## src/logic/acsi_pkg.sv

```systemverilog
// Purpose: shared constants for the audio codec serial interface
// Assumes: 100 MHz ref_clk
// Notes:   clock divider figures approximate the codec clocks
package acsi_pkg;
  localparam int          REF_CLK_HZ     = 100_000_000;
  localparam int          MCLK_HZ        = 12_288_000;
  localparam int          FS_HZ          = 48_000;
  localparam int          FS_MIN_HZ      = 8_000;
  localparam int          FS_MAX_HZ      = 96_000;
  localparam int          SAMPLE_W       = 24;
  localparam int          SLOT_W         = 32;
  localparam int          BCLK_HALF      = REF_CLK_HZ / (FS_HZ * SLOT_W * 2 * 2);
  localparam int          MCLK_ACC_W     = 16;
  localparam logic [15:0] MCLK_ACC_INC   = 16'(((MCLK_HZ / 1000) * 65536) / (REF_CLK_HZ / 1000));
  localparam logic [6:0]  CODEC_I2C_ADDR = 7'h1A;
  localparam int          CFG_CNT_W      = 8;
  localparam int          SETTLE_FRAMES  = 4;
endpackage

```

## src/logic/acsi_shift.sv

```systemverilog
// Purpose: serializer/deserializer for one I2S channel pair
// Assumes: bit clock edges arrive as one-cycle pulses in ref_clk domain
// Notes:   data starts one bit clock after channel clock change
`timescale 1ns/10ps
module acsi_shift import acsi_pkg::*; #(
  parameter int WIDTH = SAMPLE_W
) (
  input  wire logic             ref_clk,    // system clock
  input  wire logic             arst_n,     // async reset
  input  wire logic             ce,         // clock enable
  input  wire logic             bclk_fall,  // shift out strobe
  input  wire logic             bclk_rise,  // sample strobe
  input  wire logic             lrc,        // channel clock level
  input  wire logic             rx_bit,     // synchronised record data
  input  wire logic [WIDTH-1:0] tx_left,    // playback left
  input  wire logic [WIDTH-1:0] tx_right,   // playback right
  output logic                  tx_bit,     // playback data bit
  output logic [WIDTH-1:0]      rx_left,    // record left
  output logic [WIDTH-1:0]      rx_right,   // record right
  output logic                  rx_valid,   // stereo pair ready
  output logic                  tx_load     // tx_left loaded; tx_right loaded at next change
);
  logic             lrc_reg;
  logic [WIDTH-1:0] tx_sh_reg;
  logic [WIDTH-1:0] rx_sh_reg;
  logic [5:0]       bit_cnt_reg;
  logic             lrc_chg;
  logic [WIDTH-1:0] tx_pick;
  assign lrc_chg = (lrc != lrc_reg);
  assign tx_pick = lrc ? tx_right : tx_left;

  always_ff @(posedge ref_clk or negedge arst_n) begin
    if (!arst_n) begin
      lrc_reg     <= 1'b0;
      tx_sh_reg   <= '0;
      tx_bit      <= 1'b0;
      bit_cnt_reg <= '0;
    end else if (ce && bclk_fall) begin
      lrc_reg <= lrc;
      if (lrc_chg) begin
        // first bit goes out one bit clock after the change
        tx_sh_reg   <= tx_pick;
        bit_cnt_reg <= '0;
        tx_bit      <= 1'b0;
      end else begin
        bit_cnt_reg <= bit_cnt_reg + 6'h01;
        tx_bit      <= (bit_cnt_reg < 6'(WIDTH)) ? tx_sh_reg[WIDTH-1] : 1'b0;
        tx_sh_reg   <= {tx_sh_reg[WIDTH-2:0], 1'b0};
      end
    end
  end

  logic [5:0] rx_cnt_reg;
  logic       rx_lrc_reg;
  always_ff @(posedge ref_clk or negedge arst_n) begin
    if (!arst_n) begin
      rx_cnt_reg <= '0;
      rx_lrc_reg <= 1'b0;
      rx_sh_reg  <= '0;
      rx_left    <= '0;
      rx_right   <= '0;
      rx_valid   <= 1'b0;
      tx_load    <= 1'b0;
    end else if (ce) begin
      rx_valid <= 1'b0;
      tx_load  <= 1'b0;
      if (bclk_rise) begin
        rx_lrc_reg <= lrc;
        if (lrc != rx_lrc_reg) begin
          // word for previous channel complete
          rx_cnt_reg <= '0;
          if (rx_lrc_reg) begin
            rx_right <= rx_sh_reg;
            rx_valid <= 1'b1;
            tx_load  <= 1'b1;
          end else begin
            rx_left <= rx_sh_reg;
          end
        end else if (rx_cnt_reg < 6'(WIDTH)) begin
          rx_cnt_reg <= rx_cnt_reg + 6'h01;
          rx_sh_reg  <= {rx_sh_reg[WIDTH-2:0], rx_bit};
        end
      end
    end
  end
endmodule

```

## src/logic/acsi_top.sv

```systemverilog
// Purpose: logic-side I2S link and clocks for a stereo audio codec
// Assumes: codec configured by an external I2C agent; ref_clk 100 MHz
// Notes:   slave mode generates bit/channel clocks; master mode samples them
`timescale 1ns/10ps
module acsi_top import acsi_pkg::*; #(
  parameter int WIDTH = SAMPLE_W
) (
  input  wire logic             ref_clk,        // 100 MHz clock
  input  wire logic             arst_n,         // async reset, active low
  input  wire logic             ce,             // clock enable
  input  wire logic             codec_master,   // 1: codec makes serial clocks
  input  wire logic             cfg_done,       // codec configuration finished
  input  wire logic             unmute_req,     // user wants audio out
  input  wire logic [WIDTH-1:0] play_left,      // playback left sample
  input  wire logic [WIDTH-1:0] play_right,     // playback right sample
  output logic                  play_take,      // play_left taken; play_right taken one slot later
  output logic [WIDTH-1:0]      rec_left,       // record left sample
  output logic [WIDTH-1:0]      rec_right,      // record right sample
  output logic                  rec_valid,      // record pair ready
  output logic                  mclk,           // codec master clock
  input  wire logic             bclk_i,         // bit clock pin in
  output logic                  bclk_o,         // bit clock pin out
  output logic                  bclk_oe,        // bit clock drive enable
  input  wire logic             playback_channel_clock_i,  // channel clock in
  output logic                  playback_channel_clock_o,  // channel clock out
  output logic                  playback_channel_clock_oe, // drive enable
  input  wire logic             record_channel_clock_i,    // record channel clock in
  output logic                  record_channel_clock_o,    // record channel clock out
  output logic                  record_channel_clock_oe,   // drive enable
  output logic                  playback_serial_data,      // playback data
  input  wire logic             record_serial_data,        // record data
  output logic                  mute_n                     // analog enable, low mutes
);
  // master clock from a phase accumulator, averaging 12.288 MHz
  logic [MCLK_ACC_W-1:0] acc_reg;
  always_ff @(posedge ref_clk or negedge arst_n) begin
    if (!arst_n) begin
      acc_reg <= '0;
      mclk    <= 1'b0;
    end else if (ce) begin
      acc_reg <= acc_reg + MCLK_ACC_INC;
      mclk    <= acc_reg[MCLK_ACC_W-1];
    end
  end

  // pin synchronisers, two flops each
  logic [2:0] s1_reg;
  logic [2:0] s2_reg;
  logic       rx_s1_reg;
  logic       rx_s2_reg;
  always_ff @(posedge ref_clk or negedge arst_n) begin
    if (!arst_n) begin
      s1_reg    <= '0;
      s2_reg    <= '0;
      rx_s1_reg <= 1'b0;
      rx_s2_reg <= 1'b0;
    end else if (ce) begin
      s1_reg    <= {bclk_i, playback_channel_clock_i, record_channel_clock_i};
      s2_reg    <= s1_reg;
      rx_s1_reg <= record_serial_data;
      rx_s2_reg <= rx_s1_reg;
    end
  end

  // local bit/channel clock generator for slave mode
  localparam int HALF_W = $clog2(BCLK_HALF + 1);
  logic [HALF_W-1:0] half_cnt_reg;
  logic              gen_bclk_reg;
  logic [4:0]        slot_cnt_reg;
  logic              gen_lrc_reg;
  logic              half_hit;
  assign half_hit = (half_cnt_reg == HALF_W'(BCLK_HALF - 1));
  always_ff @(posedge ref_clk or negedge arst_n) begin
    if (!arst_n) begin
      half_cnt_reg <= '0;
      gen_bclk_reg <= 1'b0;
      slot_cnt_reg <= '0;
      gen_lrc_reg  <= 1'b0;
    end else if (ce) begin
      half_cnt_reg <= half_hit ? '0 : half_cnt_reg + HALF_W'(1);
      if (half_hit) begin
        gen_bclk_reg <= ~gen_bclk_reg;
        if (gen_bclk_reg) begin
          // channel clock changes on bit clock falling edge
          slot_cnt_reg <= slot_cnt_reg + 5'h01;
          if (slot_cnt_reg == 5'(SLOT_W - 1))
            gen_lrc_reg <= ~gen_lrc_reg;
        end
      end
    end
  end

  // select clock source by mode
  logic bclk_now;
  logic lrc_now;
  logic bclk_prev_reg;
  logic bclk_rise;
  logic bclk_fall;
  assign bclk_now  = codec_master ? s2_reg[2] : gen_bclk_reg;
  assign lrc_now   = codec_master ? s2_reg[1] : gen_lrc_reg;
  assign bclk_rise = bclk_now & ~bclk_prev_reg;
  assign bclk_fall = ~bclk_now & bclk_prev_reg;

  // pins: drive only in slave mode
  always_ff @(posedge ref_clk or negedge arst_n) begin
    if (!arst_n) begin
      bclk_prev_reg             <= 1'b0;
      bclk_o                    <= 1'b0;
      bclk_oe                   <= 1'b0;
      playback_channel_clock_o  <= 1'b0;
      playback_channel_clock_oe <= 1'b0;
      record_channel_clock_o    <= 1'b0;
      record_channel_clock_oe   <= 1'b0;
    end else if (ce) begin
      bclk_prev_reg             <= bclk_now;
      bclk_o                    <= gen_bclk_reg;
      bclk_oe                   <= ~codec_master;
      playback_channel_clock_o  <= gen_lrc_reg;
      playback_channel_clock_oe <= ~codec_master;
      record_channel_clock_o    <= gen_lrc_reg;
      record_channel_clock_oe   <= ~codec_master;
    end
  end

  // serial data engine; shared channel clock for both directions
  logic tx_bit;
  acsi_shift #(
    .WIDTH(WIDTH)
  ) u_shift (
    .ref_clk   (ref_clk),
    .arst_n    (arst_n),
    .ce        (ce),
    .bclk_fall (bclk_fall),
    .bclk_rise (bclk_rise),
    .lrc       (lrc_now),
    .rx_bit    (rx_s2_reg),
    .tx_left   (play_left),
    .tx_right  (play_right),
    .tx_bit    (tx_bit),
    .rx_left   (rec_left),
    .rx_right  (rec_right),
    .rx_valid  (rec_valid),
    .tx_load   (play_take)
  );
  assign playback_serial_data = tx_bit;

  // mute release once configured and frames observed
  logic       lrc_prev_reg;
  logic [2:0] frame_cnt_reg;
  logic       clocks_ok;
  assign clocks_ok = (frame_cnt_reg == 3'(SETTLE_FRAMES));
  always_ff @(posedge ref_clk or negedge arst_n) begin
    if (!arst_n) begin
      lrc_prev_reg  <= 1'b0;
      frame_cnt_reg <= '0;
      mute_n        <= 1'b0;
    end else if (ce) begin
      lrc_prev_reg <= lrc_now;
      if (lrc_now && !lrc_prev_reg && !clocks_ok)
        frame_cnt_reg <= frame_cnt_reg + 3'h1;
      mute_n <= cfg_done & clocks_ok & unmute_req;
    end
  end
endmodule

```

## config.mk

```make
export PLATFORM = sky130hd
export DESIGN_NAME = acsi_top
export DESIGN_NICKNAME = d
export VERILOG_FILES = /design/src/logic/acsi_pkg.sv /design/src/logic/acsi_shift.sv /design/src/logic/acsi_top.sv
export SDC_FILE = /design/constraint.sdc
export NUM_CORES = 1
export LEC_CHECK = 0
export BUFFER_PORTS_ARGS = -buffer_cell sky130_fd_sc_hd__clkbuf_2
export CORE_MARGIN = 1.5
export CORE_UTILIZATION = 50
export CTS_CLUSTER_SIZE = 25
export DETAILED_ROUTE_END_ITERATION = 10
export PLACE_DENSITY = 0.72
export SLEW_MARGIN = 0
export SYNTH_ARGS = -nofsm -noshare
export SYNTH_HDL_FRONTEND = slang
export SYNTH_SLANG_ARGS = --single-unit
```

## constraint.sdc

```tcl
create_clock -name ref_clk -period 3.27 [get_ports ref_clk]
set_input_delay 0.1635 -clock ref_clk [delete_from_list [all_inputs] [get_ports ref_clk]]
set_output_delay 0.1635 -clock ref_clk [all_outputs]
set_load 0.02 [all_outputs]
```

==> impl_metrics.json <==
{
  "status": "complete, no violations",
  "async_flop_share": 1.00,
  "dp_slack_ps": 896,
  "synth_edf_count": 0,
  "reg2reg_from": "gen_bclk_reg",
  "ys_warn_count": 0,
  "routed_wl_um": 12800,
  "grt_pass1_vias": 4604,
  "gp_congestion": 0.754,
  "grt_pass1_wl_um": 21900,
  "pwr-share-seq": 0.461,
  "irDropWorstVdd_v": 0.000375,
  "reg2reg_slack_ps": 930,
  "final_max_slew_viol_count": 0,
  "hold_violations": 0,
  "postCtsSetupRepairBufs": 0,
  "period_needed_ps": 2340,
  "syn_to_final_growth_pct": 19.7,
  "fin_util": 0.617,
  "worstPathMaxFanout": 24,
  "worstMarginPinSlew_ps": 936,
  "syn_area_um2": 6880,
  "gr-total-overflow": 0,
  "clk_pin_slew_worst_paths_ps": 60,
  "drc_errors": 0,
  "dieArea_um2": 14500,
  "root_buffer": "clkbuf_16",
  "rows": 42,
  "drive_gt1_frac": 0.361,
  "r2r_cells": 4,
  "ant_nets": 0,
  "numCtsBuffers": 17,
  "power_mw": 6.05,
  "routedWlPerCell_um": 15.3,
  "slew_headroom": 0.376,
  "dp_hpwl_um": 8590,
  "max_freq_mhz": 427,
  "core_area_um2": 13300,
  "yosysSeqAreaShare": 0.567,
  "initialDrtViolationCount": 254,
  "clkSinkCount": 156,
  "drtPass1Iterations": 4,
  "chipWidth_um": 120,
  "fin_nets": 718,
  "synthDistinctLibCells": 49,
  "io_pins": 117,
  "chipHeight_um": 120,
  "setup_violations": 0,
  "grt_max_degree": 68,
  "pwr_density_cell_nw_per_um2": 734,
  "htree_num_levels": 4,
  "drv_cap": 0,
  "tns_ps": 0,
  "portBuffers": 115,
  "max-clock-path-buffers": 2,
  "syn_avg_cell_area_um2": 12.9,
  "fin_skew_ps": 5.74,
  "crit_type": "flip-flop to flip-flop",
  "track_usage": 0.191,
  "clkPwrFrac": 0.312,
  "vias": 4551,
  "power_frac_comb": 0.227,
  "cts_tree": "yes",
  "r2r-end": "u_shift.rx_sh_reg[21]",
  "endpoint": "u_shift.rx_sh_reg[21]",
  "power_switching_mw": 1.93,
  "min_path_type": "input pin to flip-flop",
  "cellInternalPower_mw": 4.12,
  "viasPerCell": 5.42,
  "syn_inst": 535,
  "cp.required_ps": 3570,
  "fin_ws_ps": 925,
  "antenna_cells": 0,
  "n_fill_cell": 1088,
  "p_sw_frac": 0.319,
  "antenna_found_initial": 0,
  "critPathLaunch": "gen_bclk_reg",
  "ys_ff_latch": 156,
  "synth_nets": 602,
  "start_kind": "flip-flop",
  "endpoint_kind": "flip-flop",
  "final.period_utilization": 0.717,
  "worstPathArrival_ps": 2640,
  "leakage_nw": 4.28,
  "multiInputGateArea_um2": 2800,
  "initial_core_util": 0.515,
  "seqCellArea_um2": 3900,
  "synthFlopType": "dfrtp_1",
  "clk_latency_ps": 420,
  "whs_ps": 38.8,
  "cts_resized": 0,
  "rsz0062_at_grt": "no"
}
==> worst max-delay path, stage by stage, from the launching register on <==
cell     delay [ps]
dfrtp_1         400
mux2i_1         180
nor3b_2         500
nand3_2         650
mux2_2          500
==> stage by stage <==
stage | area (um^2) | instances
6_report | 8240 | 840
5_1_grt | 8240 | 840
4_1_cts | 8240 | 840
3_5_place_dp | 7600 | 802
3_3_place_gp | 7600 | 802
2_1_floorplan | 6880 | 535
==> cell type report <==
type	instances	area share
flip-flops and latches	156	0.474
well taps	176	0.0267
multi-input cells	338	0.340
clock buffers	18	0.0533
repair buffers	127	0.0849
inverters	11	0.00501
clock inverters	14	0.0166
==> synthesized netlist by cell type, types with 7 or more instances <==
library cell    n  share of area
dfrtp_1       156           0.57
o21ai_0        13         0.0095
nand2_1        50          0.027
nand2b_1        7         0.0064
nor2_1          8         0.0044
inv_1          11         0.0060
xor2_1         10          0.013
o221ai_1       23          0.029
xnor2_1        14          0.018
mux2i_1        50          0.073
a21oi_1        10         0.0073
ha_1            9          0.016
nand3_1         8         0.0058
clkbuf_1       14         0.0076
mux2_2         81           0.13
==> worst min-delay path by stage <==
| stage | start | end | slack, ps | depth (start not counted) |
|---|---|---|---|---|
| detailed placement | arst_n | u_shift.rx_right[18] | 210 | 1 |
| floorplan | arst_n | acc_reg[0] | -130 | 0 |
| global route | codec_master | record_channel_clock_oe | 30 | 2 |
| finish | ce | bclk_prev_reg | 40 | 2 |
| global placement | arst_n | u_shift.rx_right[18] | 200 | 1 |
| CTS | ce | bclk_prev_reg | 20 | 2 |
==> logic make-up after synthesis <==
| logic type | after synthesis | synth area share |
|---|---|---|
| flops | 156 | 0.567 |
| buf+inv | 41 | 0.0278 |
| fa+ha+maj | 9 | 0.0164 |
| xor+xnor | 24 | 0.0306 |
| simple gates | 101 | 0.0742 |
| mux | 135 | 0.212 |
| compound gates | 69 | 0.0718 |
==> timing repair <==
item | in CTS | in global routing
setup endpoints to repair | 0 | 0
hold endpoints to repair | 69 | 0
hold buffers | 6 | 0
==> cell usage in the layout, fill, tap and decap left out, drive strengths merged, types with 8 or more instances in the layout <==
cell type and n:
nor2 8, xor2 10, xnor2 14, dfrtp 156, o221ai 23, mux2i 50
clkbuf 132, ha 9, nand2 51, a21oi 10, inv 15, o21ai 13
mux2 85, nand3 9
==> metal layers <==
layer  track usage  up-vias  wire, um
met5             0        -         0
met4        0.0750        0       233
met3        0.0505       25       496
met2         0.303      101      6220
met1         0.252     2270      5890
li1              -     2155         -
==> power by group through the flow <==
| stage | Combinational, mW | Sequential (mW) | Clock (mW) |
|---|---|---|---|
| global placement | 1.31 | 2.78 | 0 |
| floorplan | 0.992 | 2.78 | 0 |
| detailed placement | 1.38 | 2.81 | 0 |
| finish | 1.37 | 2.79 | 1.89 |
| global route | 1.55 | 2.86 | 2.03 |
| CTS | 1.39 | 2.79 | 1.94 |
(Power assumes the default switching activity.)
